## src/sls_lamp_map.svh

```systemverilog
`ifndef SLS_LAMP_MAP_SVH
`define SLS_LAMP_MAP_SVH

// Register byte offsets
`define SLS_CTRL_OFFSET       32'h0000_0000
`define SLS_STATUS_OFFSET     32'h0000_0004

// Control register fields
`define SLS_CTRL_POWERED      0
`define SLS_CTRL_APP_RUN      1
`define SLS_CTRL_FIRMWARE     2
`define SLS_CTRL_CRITICAL     3
`define SLS_CTRL_STANDARD     4
`define SLS_CTRL_HISTORIC     5
`define SLS_CTRL_USER_LAMP    6
`define SLS_CTRL_WIDTH        7
`define SLS_CTRL_RESET        7'h05

// Status register fields
`define SLS_STAT_POWER_LAMP   0
`define SLS_STAT_FAULT_LAMP   1
`define SLS_STAT_USER_LAMP    2
`define SLS_STAT_PATTERN_LO   3
`define SLS_STAT_HOLDING      5
`define SLS_STAT_BULB         6

// Timing
`define SLS_CLK_PERIOD_NS     10
`define SLS_TICK_NS           1000000
`define SLS_TICK_CYCLES       (`SLS_TICK_NS / `SLS_CLK_PERIOD_NS)
`define SLS_POWER_ON_MS       100
`define SLS_POWER_OFF_MS      100
`define SLS_CRIT_ON_MS        200
`define SLS_CRIT_OFF_MS       200
`define SLS_HIST_ON_MS        100
`define SLS_HIST_OFF_MS       1500
`define SLS_HOLD_MS           3000
`define SLS_BULB_MS           500

`define SLS_PHASE_WIDTH       11
`define SLS_HOLD_WIDTH        12
`define SLS_BULB_WIDTH        10

`endif

```

## src/sls_pkg.sv

```systemverilog
package sls_pkg;

    typedef enum logic [1:0] {
        FPAT_OFF,
        FPAT_HIST,
        FPAT_STEADY,
        FPAT_CRIT
    } sls_fpat_type;

endpackage

```

## src/sls_blink_if.sv

```systemverilog
`timescale 1ns/1ns
interface sls_blink_if;
    logic       ms_tick;
    logic [2:0] lit;

    modport gen (output ms_tick, output lit);
    modport use_side (input ms_tick, input lit);
endinterface

```

## src/sls_blink_gen.sv

```systemverilog
`timescale 1ns/1ns
`include "sls_lamp_map.svh"

// Free-running millisecond tick and three blink cadences:
// lit[0] power fast flash, lit[1] critical flash, lit[2] historic pulse.
module sls_blink_gen #(
    parameter int TICK_CYCLES = `SLS_TICK_CYCLES
) (
    input  wire logic  aclk,
    input  wire logic  aresetn,
    sls_blink_if.gen   bl
);

    localparam int ON_MS  [3] = '{`SLS_POWER_ON_MS, `SLS_CRIT_ON_MS, `SLS_HIST_ON_MS};
    localparam int PER_MS [3] = '{`SLS_POWER_ON_MS + `SLS_POWER_OFF_MS,
                                  `SLS_CRIT_ON_MS + `SLS_CRIT_OFF_MS,
                                  `SLS_HIST_ON_MS + `SLS_HIST_OFF_MS};

    typedef struct packed {
        logic [31:0]                           tick_cnt;
        logic                                  tick;
        logic [2:0][`SLS_PHASE_WIDTH-1:0]      phase;
        logic [2:0]                            lit;
    } sls_gen_state_type;

    sls_gen_state_type state_r;
    sls_gen_state_type state_nxt;

    always_comb begin
        state_nxt      = state_r;
        state_nxt.tick = 1'b0;
        if (state_r.tick_cnt == 32'(TICK_CYCLES - 1)) begin
            state_nxt.tick_cnt = 32'h0000_0000;
            state_nxt.tick     = 1'b1;
        end else begin
            state_nxt.tick_cnt = state_r.tick_cnt + 32'h0000_0001;
        end
        for (int i = 0; i < 3; i++) begin
            if (state_r.tick) begin
                if (state_r.phase[i] == `SLS_PHASE_WIDTH'(PER_MS[i] - 1)) begin
                    state_nxt.phase[i] = '0;
                end else begin
                    state_nxt.phase[i] = state_r.phase[i] + `SLS_PHASE_WIDTH'(1);
                end
            end
            // Lit during the first part of each period, dark for the rest
            state_nxt.lit[i] = (state_nxt.phase[i] < `SLS_PHASE_WIDTH'(ON_MS[i]));
        end
    end

    always_ff @(posedge aclk) begin
        if (!aresetn) begin
            state_r       <= '0;
            state_r.lit   <= 3'h7;
        end else begin
            state_r       <= state_nxt;
        end
    end

    assign bl.ms_tick = state_r.tick;
    assign bl.lit     = state_r.lit;

endmodule

```

## src/sls_lamp_top.sv

```systemverilog
`timescale 1ns/1ns
`include "sls_lamp_map.svh"

module sls_lamp_top #(
    parameter int TICK_CYCLES = `SLS_TICK_CYCLES
) (
    input  wire logic        aclk,
    input  wire logic        aresetn,
    input  wire logic [31:0] s_axi_awaddr,
    input  wire logic [2:0]  s_axi_awprot,
    input  wire logic        s_axi_awvalid,
    output logic             s_axi_awready,
    input  wire logic [31:0] s_axi_wdata,
    input  wire logic [3:0]  s_axi_wstrb,
    input  wire logic        s_axi_wvalid,
    output logic             s_axi_wready,
    output logic [1:0]       s_axi_bresp,
    output logic             s_axi_bvalid,
    input  wire logic        s_axi_bready,
    input  wire logic [31:0] s_axi_araddr,
    input  wire logic [2:0]  s_axi_arprot,
    input  wire logic        s_axi_arvalid,
    output logic             s_axi_arready,
    output logic [31:0]      s_axi_rdata,
    output logic [1:0]       s_axi_rresp,
    output logic             s_axi_rvalid,
    input  wire logic        s_axi_rready,
    output logic             power_lamp,
    output logic             fault_lamp_output,
    output logic             user_lamp
);

    localparam logic [1:0] RESP_OKAY   = 2'h0;
    localparam logic [1:0] RESP_SLVERR = 2'h2;

    typedef struct packed {
        logic                          awready;
        logic                          wready;
        logic                          bvalid;
        logic [1:0]                    bresp;
        logic [31:0]                   awaddr;
        logic [31:0]                   wdata;
        logic [3:0]                    wstrb;
        logic                          arready;
        logic                          rvalid;
        logic [1:0]                    rresp;
        logic [31:0]                   rdata;
        logic [`SLS_CTRL_WIDTH-1:0]    ctrl;
        sls_pkg::sls_fpat_type         shown;
        logic [`SLS_HOLD_WIDTH-1:0]    hold_cnt;
        logic                          bulb;
        logic [`SLS_BULB_WIDTH-1:0]    bulb_cnt;
        logic                          power_lamp;
        logic                          fault_lamp;
        logic                          user_lamp;
    } sls_top_state_type;

    sls_top_state_type     state_r;
    sls_top_state_type     state_nxt;
    sls_pkg::sls_fpat_type desired;
    logic [31:0]           status_word;

    sls_blink_if blink ();

    sls_blink_gen #(
        .TICK_CYCLES (TICK_CYCLES)
    ) u_blink (
        .aclk    (aclk),
        .aresetn (aresetn),
        .bl      (blink.gen)
    );

    wire logic powered  = state_r.ctrl[`SLS_CTRL_POWERED];
    wire logic app_run  = state_r.ctrl[`SLS_CTRL_APP_RUN];
    wire logic firmware = state_r.ctrl[`SLS_CTRL_FIRMWARE];
    wire logic critical = state_r.ctrl[`SLS_CTRL_CRITICAL];
    wire logic standard = state_r.ctrl[`SLS_CTRL_STANDARD];
    wire logic historic = state_r.ctrl[`SLS_CTRL_HISTORIC];

    // Pattern the present conditions ask for: missing firmware wins outright, the rest most severe first
    always_comb begin
        if (!firmware) begin
            desired = sls_pkg::FPAT_STEADY;
        end else if (critical) begin
            desired = sls_pkg::FPAT_CRIT;
        end else if (standard) begin
            desired = sls_pkg::FPAT_STEADY;
        end else if (historic && !app_run) begin
            desired = sls_pkg::FPAT_HIST;
        end else begin
            desired = sls_pkg::FPAT_OFF;
        end
    end

    always_comb begin
        status_word = 32'h0000_0000;
        status_word[`SLS_STAT_POWER_LAMP]              = state_r.power_lamp;
        status_word[`SLS_STAT_FAULT_LAMP]              = state_r.fault_lamp;
        status_word[`SLS_STAT_USER_LAMP]               = state_r.user_lamp;
        status_word[`SLS_STAT_PATTERN_LO+1:`SLS_STAT_PATTERN_LO] = state_r.shown;
        status_word[`SLS_STAT_HOLDING]                 = (desired != state_r.shown);
        status_word[`SLS_STAT_BULB]                    = state_r.bulb;
    end

    always_comb begin
        state_nxt = state_r;

        // Write channel: address and data taken in either order, answered once both are in
        if (s_axi_awvalid && state_r.awready) begin
            state_nxt.awaddr  = s_axi_awaddr;
            state_nxt.awready = 1'b0;
        end
        if (s_axi_wvalid && state_r.wready) begin
            state_nxt.wdata  = s_axi_wdata;
            state_nxt.wstrb  = s_axi_wstrb;
            state_nxt.wready = 1'b0;
        end
        if (!state_r.awready && !state_r.wready && !state_r.bvalid) begin
            state_nxt.bvalid = 1'b1;
            state_nxt.bresp  = RESP_OKAY;
            if (state_r.awaddr[31:2] == 30'(`SLS_CTRL_OFFSET >> 2)) begin
                if (state_r.wstrb[0]) begin
                    state_nxt.ctrl = state_r.wdata[`SLS_CTRL_WIDTH-1:0];
                end
            end else if (state_r.awaddr[31:2] != 30'(`SLS_STATUS_OFFSET >> 2)) begin
                state_nxt.bresp = RESP_SLVERR;
            end
        end
        if (state_r.bvalid && s_axi_bready) begin
            state_nxt.bvalid  = 1'b0;
            state_nxt.awready = 1'b1;
            state_nxt.wready  = 1'b1;
        end

        // Read channel: one outstanding read, data one cycle after the address
        if (s_axi_arvalid && state_r.arready) begin
            state_nxt.arready = 1'b0;
            state_nxt.rvalid  = 1'b1;
            state_nxt.rresp   = RESP_OKAY;
            if (s_axi_araddr[31:2] == 30'(`SLS_CTRL_OFFSET >> 2)) begin
                state_nxt.rdata = {{(32-`SLS_CTRL_WIDTH){1'b0}}, state_r.ctrl};
            end else if (s_axi_araddr[31:2] == 30'(`SLS_STATUS_OFFSET >> 2)) begin
                state_nxt.rdata = status_word;
            end else begin
                state_nxt.rdata = 32'h0000_0000;
                state_nxt.rresp = RESP_SLVERR;
            end
        end
        if (state_r.rvalid && s_axi_rready) begin
            state_nxt.rvalid  = 1'b0;
            state_nxt.arready = 1'b1;
        end

        // Bulb check runs once from reset
        if (state_r.bulb && blink.ms_tick) begin
            if (state_r.bulb_cnt == `SLS_BULB_WIDTH'(`SLS_BULB_MS - 1)) begin
                state_nxt.bulb = 1'b0;
            end else begin
                state_nxt.bulb_cnt = state_r.bulb_cnt + `SLS_BULB_WIDTH'(1);
            end
        end

        // A more severe pattern shows at once; a milder one waits out the hold
        if (desired == state_r.shown) begin
            state_nxt.hold_cnt = '0;
        end else if (desired > state_r.shown) begin
            state_nxt.shown    = desired;
            state_nxt.hold_cnt = '0;
        end else if (blink.ms_tick) begin
            if (state_r.hold_cnt == `SLS_HOLD_WIDTH'(`SLS_HOLD_MS - 1)) begin
                state_nxt.shown    = desired;
                state_nxt.hold_cnt = '0;
            end else begin
                state_nxt.hold_cnt = state_r.hold_cnt + `SLS_HOLD_WIDTH'(1);
            end
        end

        // Lamp drives
        if (!firmware || !powered) begin
            state_nxt.power_lamp = 1'b0;
        end else if (app_run) begin
            state_nxt.power_lamp = blink.lit[0];
        end else begin
            state_nxt.power_lamp = 1'b1;
        end

        if (state_r.bulb) begin
            state_nxt.fault_lamp = 1'b1;
        end else begin
            unique case (state_r.shown)
                sls_pkg::FPAT_OFF:    state_nxt.fault_lamp = 1'b0;
                sls_pkg::FPAT_HIST:   state_nxt.fault_lamp = blink.lit[2];
                sls_pkg::FPAT_STEADY: state_nxt.fault_lamp = 1'b1;
                sls_pkg::FPAT_CRIT:   state_nxt.fault_lamp = blink.lit[1];
            endcase
        end

        // No cadence of its own: a straight copy of the request bit
        state_nxt.user_lamp = state_r.ctrl[`SLS_CTRL_USER_LAMP];
    end

    always_ff @(posedge aclk) begin
        if (!aresetn) begin
            state_r         <= '0;
            state_r.awready <= 1'b1;
            state_r.wready  <= 1'b1;
            state_r.arready <= 1'b1;
            state_r.ctrl    <= `SLS_CTRL_RESET;
            state_r.shown   <= sls_pkg::FPAT_OFF;
            state_r.bulb    <= 1'b1;
        end else begin
            state_r         <= state_nxt;
        end
    end

    assign s_axi_awready     = state_r.awready;
    assign s_axi_wready      = state_r.wready;
    assign s_axi_bvalid      = state_r.bvalid;
    assign s_axi_bresp       = state_r.bresp;
    assign s_axi_arready     = state_r.arready;
    assign s_axi_rvalid      = state_r.rvalid;
    assign s_axi_rresp       = state_r.rresp;
    assign s_axi_rdata       = state_r.rdata;
    assign power_lamp        = state_r.power_lamp;
    assign fault_lamp_output = state_r.fault_lamp;
    assign user_lamp         = state_r.user_lamp;

endmodule

```

## config.mk

```make
export PLATFORM = sky130hd
export DESIGN_NAME = sls_lamp_top
export DESIGN_NICKNAME = d
export VERILOG_FILES = /design/src/sls_pkg.sv /design/src/sls_blink_if.sv /design/src/sls_blink_gen.sv /design/src/sls_lamp_top.sv
export VERILOG_INCLUDE_DIRS = /design/src /design/src/src
export SDC_FILE = /design/constraint.sdc
export NUM_CORES = 1
export LEC_CHECK = 0
export BUFFER_PORTS_ARGS = -buffer_cell sky130_fd_sc_hd__buf_2
export CAP_MARGIN = 20
export CORE_UTILIZATION = 55
export CTS_BUF_LIST = sky130_fd_sc_hd__clkbuf_4
export CTS_CLUSTER_DIAMETER = 120
export DETAILED_ROUTE_END_ITERATION = 10
export PLACE_DENSITY_LB_ADDON = 0.3
export SKIP_CTS_REPAIR_TIMING = 1
export SYNTH_ARGS = -nofsm -noshare
export SYNTH_HDL_FRONTEND = slang
export SYNTH_SLANG_ARGS = --single-unit
```

## constraint.sdc

```tcl
create_clock -name aclk -period 4.89 [get_ports aclk]
set_input_delay 0.2445 -clock aclk [delete_from_list [all_inputs] [get_ports aclk]]
set_output_delay 0.2445 -clock aclk [all_outputs]
set_load 0.1 [all_outputs]
```

# After elaboration in Yosys (flattened, before gate mapping)
# Index checks and enable logic that the tools add are counted.
[word_totals]
mem_bits_ro = 0
output_inout_bits = 44
in_bits = 113
ff_bits = 185
latchBits = 0
elab_cells = 105
ramBits = 0
mem_count = 0
[classes]
n_shift = 0
multipliers = 0
n_mux = 24
div_mod_pow = 0
order_cmp = 4
eq_ne = 13
n_reduce_logical = 30
addsub = 6
n_bitwise = 3
[op_table]
columns = ["operator", "count"]
rows = [
  ["2-to-1 mux 11 bit", 6],
  ["logical NOT 30 bit", 2],
  ["adder 11 x 1 -> 11 bit, second input constant", 3],
  ["adder 32 x 1 -> 32 bit, second input constant", 1],
  ["== test 32 x 17 -> 1 bit, second input constant", 1],
  ["== test 30 x 1 -> 1 bit, second input constant", 1],
  ["!= test 30 x 1 -> 1 bit, second input constant", 1],
  ["2-to-1 mux 14 bit", 2],
  ["< comparator 11 x 7 -> 1 bit, second input constant", 2],
  ["2-to-1 mux 2 bit", 8],
  ["2-to-1 mux 7 bit", 2],
  ["adder 12 x 1 -> 12 bit, second input constant", 1],
  ["== test 12 bit, second input constant", 1],
  ["2-to-1 mux 12 bit", 1],
  ["== test 11 bit, second input constant", 1],
  ["== test 11 x 8 -> 1 bit, second input constant", 1],
  ["== test 11 x 9 -> 1 bit, second input constant", 1],
  ["< comparator 11 x 8 -> 1 bit, second input constant", 1],
  ["adder 10 x 1 -> 10 bit, second input constant", 1],
  ["== test 10 x 9 -> 1 bit, second input constant", 1],
  ["logical AND 1 bit", 9],
  ["OR reduction 2 bit", 4],
  ["logical NOT 1 bit", 6],
  ["AND reduction 3 bit", 2],
  ["other kinds (13)", 21],
]

# Logic depth before layout (Yosys ltp)
# Gate-level depths: netlist of run 1.
[depth]
word_depth = 9
depth_mapped = 9
mapped_depth_nobuf = 8

# Modules after synthesis
# Synthesis of run 1 repeated with hierarchy kept, for this count alone.
[unflattened]
cells_unflattened = 864
hier_area_um2 = 7252.0
[by_module_without_submodules]
columns = ["mod", "cells_per_inst", "area_per_inst_um2", "instances", "seq_area_each_um2"]
rows = [
  ["sls_lamp_top", 476, 3905.0, 1, 1741.7],
  ["sls_blink_gen", 388, 3347.0, 1, 1381.3],
]

# Worst setup path after synthesis of run 1
# OpenSTA, ideal clock, no wires.
[synth_timing]
path_kind = "reg2reg"
from = "register state_r (netlist bit s_axi_arready)"
to = "register state_r (netlist bit s_axi_rresp[1])"
synth_period_minus_slack_ns = 2.183
setup_ns = 0.130
t_arrival_ns = 2.053
path_slack_ns = 2.707
path_buffers = 0
path_stages_with_launch = 5
path_cell_list = "dfxtp_1 -> nand2_1 -> nor4_1 -> nand4_1 -> nor3b_1"
[synth_via]
elab_chain_len = 1
[synth_rtl]
columns = ["element", "line_no", "rtl"]
rows = [
  ["start: declaration", "sls_lamp_top.sv:58", "sls_top_state_type state_r;"],
  ["start signal: assignment", "sls_lamp_top.sv:212", "state_r <= state_nxt;"],
  ["logical AND 1 bit", "sls_lamp_top.sv:136", "if (s_axi_arvalid && state_r.arready) begin"],
]
# No other way between the ends.
# A chain may end at the register's enable or synchronous reset.

# Worst setup path in the final report of run 1
[layout_timing]
from = "register u_blink.state_r[38] (netlist bit)"
to = "register u_blink.state_r[46] (netlist bit)"
[layout_via]
elab_chain_len = 2
elab_cells_between_ends = 3
[layout_rtl]
columns = ["element", "line_no", "rtl"]
rows = [
  ["start: declaration", "sls_blink_gen.sv:26", "sls_gen_state_type state_r;"],
  ["start signal: assignment", "sls_blink_gen.sv:56", "state_r <= state_nxt;"],
  ["branches (longest 2 deep; another with adder 32 x 1 -> 32 bit)", "n/a", ""],
]
# Several ways; the timed one is not identified.

==> results.py, run 1 <==
metrics = {
    "run_status": {
        "outcome": "completed",
    },
    "cells_and_area": {
        "post-route-util_pct": 65.25,
        "layout.filler_cells": 1070,
        "post_route_cells_drive_above_1_share_pct": 13.73,
        "multi_input_area_sq_mm": 0.003640,
        "area_growth_syn_to_layout_pct": 15.28,
        "diodes": 0,
        "sequential_standard_cell_area_sq_mm": 0.003123,
        "nNetsFinal": 1091,
    },
    "floorplan": {
        "start_util_pct": 56.60,
        "die_height_um": 116.2,
        "floorplan.io_pins": 157,
        "fp.dieW_um": 116.2,
        "placementRows": 41,
        "fp.coreArea_sq_mm": 0.01267,
        "dieArea_sq_mm": 0.01350,
    },
    "power": {
        "power_density_mw_per_mm2": 284.7,
        "leakage_nw": 3.128,
        "ir_worst_vdd_uv": 235.4,
        "power_mw": 2.354,
    },
    "place": {
        "io_buffer_count": 91,
        "hpwlAfterDp_mm": 9.664,
        "gp_congestion": 0.8564,
    },
    "sta": {
        "timing.slew.headroom_pct": 29.11,
        "final_max_slew_viol_count": 0,
        "accumulated_negative_setup_slack_ns": 0,
        "final_hold_viol_count": 0,
        "finalSetupViolations": 0,
        "layout_worst_path_cycle_share_pct": 53.89,
        "fmax_mhz": 379.5,
        "post-route-min-period_ns": 2.635,
        "fin_hold_ws_ns": 0.05084,
        "worst-slew-pin-transition_ns": 1.063,
        "clock-skew-final_ns": 0.01589,
        "grt_setup_unrepaired": "no",
    },
    "synthesis": {
        "synth_area_sq_mm": 0.007172,
        "yosys.area.top_type_share_pct": 43.55,
        "synth_warnings": 0,
        "postSynthRegisterBits": 156,
        "seq_area_frac_synth_pct": 43.55,
        "postSynthCellCount": 862,
        "yosysUniqueCellTypes": 59,
        "syn_avg_cell_area_sq_um": 8.320,
        "most_used_flip_flop_cell_after_synthesis": "dfxtp_1",
        "synth_top_cells_by_area": "dfxtp_1 (44%), nor2_1 (6.4%), nand2_1 (6.1%), xnor2_1 (6.0%), buf_4 (3.8%)",
        "async_flop_share_pct": 0,
        "synth_edf_count": 0,
        "yosys.area.top_type": "dfxtp_1",
    },
    "global_route": {
        "gr-usage-all-layers_pct": 21.72,
        "grt_overflow": 0,
        "grt_start_max_net_pins": 49,
        "grt_antenna_before_repair": 0,
        "wire_length_of_the_first_global_routing_pass_mm": 23.32,
        "vias_in_the_first_global_route": 5158,
    },
    "routing": {
        "dr.pass1.iters": 4,
        "drt-wirelength-per-cell_um": 12.70,
        "first_iter_violations": 307,
        "route.vias.total": 6043,
        "detail-route-antenna-nets": 0,
        "route.detailed.vias_per_inst": 5.232,
        "route.detailed.drc": 0,
        "drt_wl_total_mm": 14.67,
    },
    "cts": {
        "numCtsBuffers": 17,
        "htree_num_levels": 4,
        "clkLatencyLatePin_ns": 0.54,
        "clock_input_transition_at_the_sequential_cells_of_the_worst_setup_and_hold_paths_ns": 0.14,
        "max-clock-path-buffers": 2,
        "cts_tree": "done",
        "root_buffer": "clkbuf_4",
        "clock_sinks": 156,
    },
    "worst_setup_path": {
        "crit_chain": "ha_1 > and3_1 > nand3_1 > or4_1 > nand2_1 > nor2_1",
        "timing.critical_path.buf_inv": 0,
        "cpMaxStageDelayCell": "nand2_1",
        "cp_data_required_time_ns": 5.28,
        "slowest_delay_ns": 0.72,
        "path_delay_family": "simple AND/OR/NAND/NOR gates",
        "critPathMaxFanout": 30,
        "critical_path.startpoint_type": "flop",
        "path_class": "reg -> reg",
        "type_of_destination_of_the_critical_path": "flop",
        "critPathArrivalTime_ns": 3.03,
    },
    "min_path": {
        "hold_class": "in -> reg",
    },
    "run": {
        "maxCapViolCount": 0,
    },
}
## layer usage
metal	share of wire, %	global-route usage [%]
met1	48	28.45
met2	47	34.01
met3	3.4	6.487
met4	1.6	7.778
met5	0	0
## per-stage QoR
step	instances	setup slack, ns	cell area [sq um]
after global routing	1155	2.015	8268
after global placement	1076	2.286	7516
after detailed placement	1076	2.224	7516
after floorplan	888	2.707	7269
final	1155	2.255	8268
after CTS	1108	2.215	7797
## power by group
group | switching (mW) | leakage [nW] | internal, mW
clock | 0.453 | 0.139 | 0.309
combinational | 0.202 | 1.72 | 0.0765
sequential | 0.0172 | 1.27 | 1.30
total | 0.673 | 3.13 | 1.68
## cell families after synthesis
group,share of synthesized area [%]
adders and majority gates,1.396
AOI/OAI and AO/OA,7.554
xor gates and xnor gates,9.525
muxes,3.786
and+or+nand+nor,27.08
DFF,43.55
buffers and inverters,7.066
other,0.05229
## cells in the final DEF (no fill, tap or decap), types with 17 or more instances in the layout
master         count
dlygate4sd3_1     47
nand3_1           42
xor2_1            29
conb_1            27
inv_1             17
nor2_1           123
clkbuf_4          18
dfxtp_1          156
mux2i_1           26
buf_2             91
a21oi_1           50
nor3_1            22
xnor2_1           49
nand2_1          117
nand4_1           26
nor4_1            33
## synth_stat cells, types with 3 or more instances
master / instances
inv_1: 17
clkbuf_1: 32
and3_1: 7
dfxtp_1: 156
nor3_1: 22
a2bb2oi_1: 7
nor3b_1: 3
nand3_1: 42
nor4_1: 33
o21ai_0: 7
nand4_1: 26
nor2_1: 123
a31oi_1: 3
buf_4: 36
nand2_1: 117
xnor2_1: 49
and2_1: 8
ha_1: 8
a21oi_1: 50
buf_2: 4
xor2_1: 29
or4_1: 3
buf_1: 4
mux2i_1: 26
and4_1: 8
or3_1: 3
## worst paths after layout
check | cells after the start | from | endpoint | slack, ns
setup reg to reg | 6 | u_blink.state_r[38]$_SDFF_PP0_ | u_blink.state_r[46]$_SDFF_PP0_ | 2.25
setup / recovery | 6 | u_blink.state_r[38]$_SDFF_PP0_ | u_blink.state_r[46]$_SDFF_PP0_ | 2.25
hold / removal | 3 | s_axi_wvalid | state_r[71]$_SDFFE_PN0P_ | 0.05
hold reg to reg | 2 | u_blink.bl.lit[0]$_SDFF_PN1_ | power_lamp$_SDFF_PP0_ | 0.45
## flip-flops by register name, indices dropped and copies added, names as in the netlist
name                cells
u_blink.state_r        65
state_r                63
s_axi_rdata             7
u_blink.bl.lit          3
app_run                 1
critical                1
fault_lamp_output       1
firmware                1
historic                1
power_lamp              1
powered                 1
s_axi_arready           1
s_axi_awready           1
s_axi_bresp             1
s_axi_bvalid            1
s_axi_rresp             1
s_axi_rvalid            1
s_axi_wready            1
standard                1
state_nxt               1
u_blink.bl.ms_tick      1
user_lamp               1
## worst register-to-register path, cell delays in order, from the launching register on
cell	delay [ns]
dfxtp_1	0.39
ha_1	0.19
and3_1	0.36
nand3_1	0.16
or4_1	0.55
nand2_1	0.72
nor2_1	0.12
## layout make-up
| class | count | share of cell area (%) |
|---|---|---|
| Tap cell | 172 | 2.603 |
| Clock buffer | 18 | 1.634 |
| Multi-Input combinational cell | 637 | 44.02 |
| Clock inverter | 14 | 1.771 |
| Timing Repair Buffer | 140 | 11.38 |
| Inverter | 18 | 0.8172 |
| Sequential cell | 156 | 37.77 |
Note: power is estimated with default switching activity, not from simulation.
==> run 2, diff against run 1 <==
--- a/config.mk
+++ b/config.mk
@@ -8,7 +8,7 @@
 export LEC_CHECK = 0
 export BUFFER_PORTS_ARGS = -buffer_cell sky130_fd_sc_hd__buf_2
 export CAP_MARGIN = 20
-export CORE_UTILIZATION = 55
+export CORE_UTILIZATION = 51
 export CTS_BUF_LIST = sky130_fd_sc_hd__clkbuf_4
 export CTS_CLUSTER_DIAMETER = 120
 export DETAILED_ROUTE_END_ITERATION = 10
==> constraint.sdc (replaced) <==
create_clock -name aclk -period 2.15 [get_ports aclk]
set_input_delay 0.1075 -clock aclk [delete_from_list [all_inputs] [get_ports aclk]]
set_output_delay 0.1075 -clock aclk [all_outputs]
set_load 0.1 [all_outputs]
==> results.py, run 2 (same netlist as run 1, synthesis figures left out) <==
metrics = {
    "power": {
        "power_switching_share_pct": 26.95,
        "internal_power_mw": 4.194,
        "clockPowerShare_pct": 36.7,
        "power_density_mw_per_mm2": 672.8,
        "seqPwrFrac_pct": 52.0,
        "total_switching_power_mw": 1.547,
        "ir_worst_vdd_uv": 480.9,
        "p_comb_share_pct": 11.3,
        "leakage_nw": 3.265,
    },
    "global_route": {
        "grt_overflow": 0,
        "vias_in_the_first_global_route": 5326,
        "gr-usage-all-layers_pct": 20.53,
        "grt_antenna_before_repair": 0,
        "grt_start_max_net_pins": 44,
        "wire_length_of_the_first_global_routing_pass_mm": 24.00,
    },
    "cts": {
        "numCtsBuffers": 17,
        "root_buffer": "clkbuf_4",
        "max-clock-path-buffers": 2,
        "clock_sinks": 156,
        "htree_num_levels": 4,
        "clock_input_transition_at_the_sequential_cells_of_the_worst_setup_and_hold_paths_ns": 0.12,
        "clkLatencyLatePin_ns": 0.57,
        "cts_tree": "done",
    },
    "sta": {
        "accumulated_negative_setup_slack_ns": 0,
        "worst-slew-pin-transition_ns": 0.5570,
        "final_max_slew_viol_count": 0,
        "timing.slew.headroom_pct": 62.28,
        "grt_setup_unrepaired": "no",
        "finalSetupViolations": 0,
        "layout_worst_path_cycle_share_pct": 91.49,
        "clock-skew-final_ns": 0.01625,
        "fmax_mhz": 508.4,
        "final_hold_viol_count": 0,
        "post-route-min-period_ns": 1.967,
    },
    "worst_setup_path": {
        "critPathArrivalTime_ns": 2.47,
        "reg2reg_from": "app_run$_SDFFE_PN0P_",
        "path_class": "reg -> reg",
        "crit_chain": "nor3b_1 > o21ai_0 > ha_1 > and2_1 > o21bai_1 > or3b_2 > mux2i_1",
        "critical_path.startpoint_type": "flop",
        "slowest_delay_ns": 0.45,
        "ff2ff_setup_slack_ns": 0.18,
        "cp_data_required_time_ns": 2.65,
        "type_of_destination_of_the_critical_path": "flop",
        "crit-reg2reg-capture": "state_r[26]$_SDFFE_PN0P_",
        "critPathMaxFanout": 4,
        "cpMaxStageDelayCell": "or3b_2",
        "r2r.worst_path.cells": 7,
    },
    "place": {
        "io_buffer_count": 91,
        "hpwlAfterDp_mm": 9.715,
        "dpl_cell_area_sq_mm": 0.007640,
        "gp_congestion": 0.8193,
        "dp_cells": 1094,
    },
    "cells_and_area": {
        "final_cell_count_no_fill": 1180,
        "registers.top_by_ff_count": "u_blink.state_r",
        "largest_register_ffs": 65,
        "post_route_cells_drive_above_1_share_pct": 15.04,
        "final_area_sq_mm": 0.008533,
        "diodes": 0,
        "nNetsFinal": 1112,
        "area_growth_syn_to_layout_pct": 18.98,
        "most-common-layout-cells": "dfxtp_1 (155), nor2_1 (123), nand2_1 (117), buf_2 (91), dlygate4sd3_1 (53)",
        "layout.cells.most_common": "dfxtp_1",
    },
    "routing": {
        "route.detailed.drc": 0,
        "dr.pass1.iters": 4,
        "detail-route-antenna-nets": 0,
        "first_iter_violations": 350,
        "drt-wirelength-per-cell_um": 12.65,
        "route.vias.total": 6074,
        "route.detailed.vias_per_inst": 5.147,
        "drt_wl_total_mm": 14.93,
    },
    "run": {
        "maxCapViolCount": 0,
    },
    "floorplan": {
        "placementRows": 42,
        "fp.coreArea_sq_mm": 0.01345,
        "die_height_um": 120.6,
        "floorplan.io_pins": 157,
        "start_util_pct": 53.31,
        "fp.dieW_um": 120.6,
        "dieArea_sq_mm": 0.01454,
    },
    "min_path": {
        "hp-start": "s_axi_araddr[2]",
        "hold_class": "in -> reg",
        "min_delay_path_depth": 4,
        "hold_path_end": "s_axi_rdata[6]$_SDFFE_PN0P_",
    },
    "run_status": {
        "outcome": "completed",
    },
}
run 2: how the worst max path moves through the flow:
stage / startpoint / end / slack [ns]
final: app_run$_SDFFE_PN0P_ / state_r[26]$_SDFFE_PN0P_ / 0.18
after global routing: app_run$_SDFFE_PN0P_ / state_r[26]$_SDFFE_PN0P_ / 0.01
after CTS: app_run$_SDFFE_PN0P_ / state_r[26]$_SDFFE_PN0P_ / 0.16
after detailed placement: app_run$_SDFFE_PN0P_ / state_r[18]$_SDFFE_PP0P_ / 0.21
after global placement: u_blink.state_r[22]$_SDFF_PN0_ / u_blink.state_r[19]$_SDFF_PN0_ / 0.21
after floorplan: s_axi_bvalid$_SDFFE_PP0P_ / firmware$_SDFFE_PN1P_ / 0.06
run 2: area by class of cell:
type / instances / area, sq um
fillers: 1156 / 4920
multi-input cells: 637 / 3646
flip-flops and latches: 156 / 3124
repair buffers: 161 / 1126
well taps: 176 / 220.2
clock inverters: 14 / 214.0
clock buffers: 18 / 135.1
inverters: 18 / 67.56
run 2: power groups by stage:
stage	registers, mW	logic [mW]	clock network [mW]
3_5_place_dp	3.05	0.569	0
3_3_place_gp	3.05	0.565	0
6_report	2.98	0.652	2.11
5_1_grt	2.99	0.697	2.30
2_1_floorplan	3.10	0.433	0
4_1_cts	2.98	0.569	2.16
run 2: worst max-delay path: cells and delay by family (launching register included):
family,cells,cell delay [ns]
adders and majority gates,1,0.28
muxes,1,0.12
DFF,1,0.37
and+or+nand+nor,3,0.84
AOI/OAI and AO/OA,2,0.29
run 2: per-layer routing:
metal  vias up  wire (um)  track usage, %
li1       3159          -               -
met1      2808       7065           26.05
met2        93       7248           33.23
met3        14        442           6.132
met4         0        171           6.790
met5         -          0               0
run 2: stage by stage:
| stage | utilization (%) | power, mW | hold slack (ns) | setup slack [ns] |
|---|---|---|---|---|
| final | 63.43 | 5.741 | 0.1098 | 0.1830 |
| after global routing | 63.43 | 5.993 | 0.05430 | 0.01157 |
| after CTS | 59.38 | 5.714 | -0.3092 | 0.1638 |
| after detailed placement | 56.79 | 3.617 | 0.3260 | 0.2064 |
| after global placement | 56.79 | 3.612 | 0.3221 | 0.2147 |
| after floorplan | - | 3.533 | 0.2079 | 0.05775 |
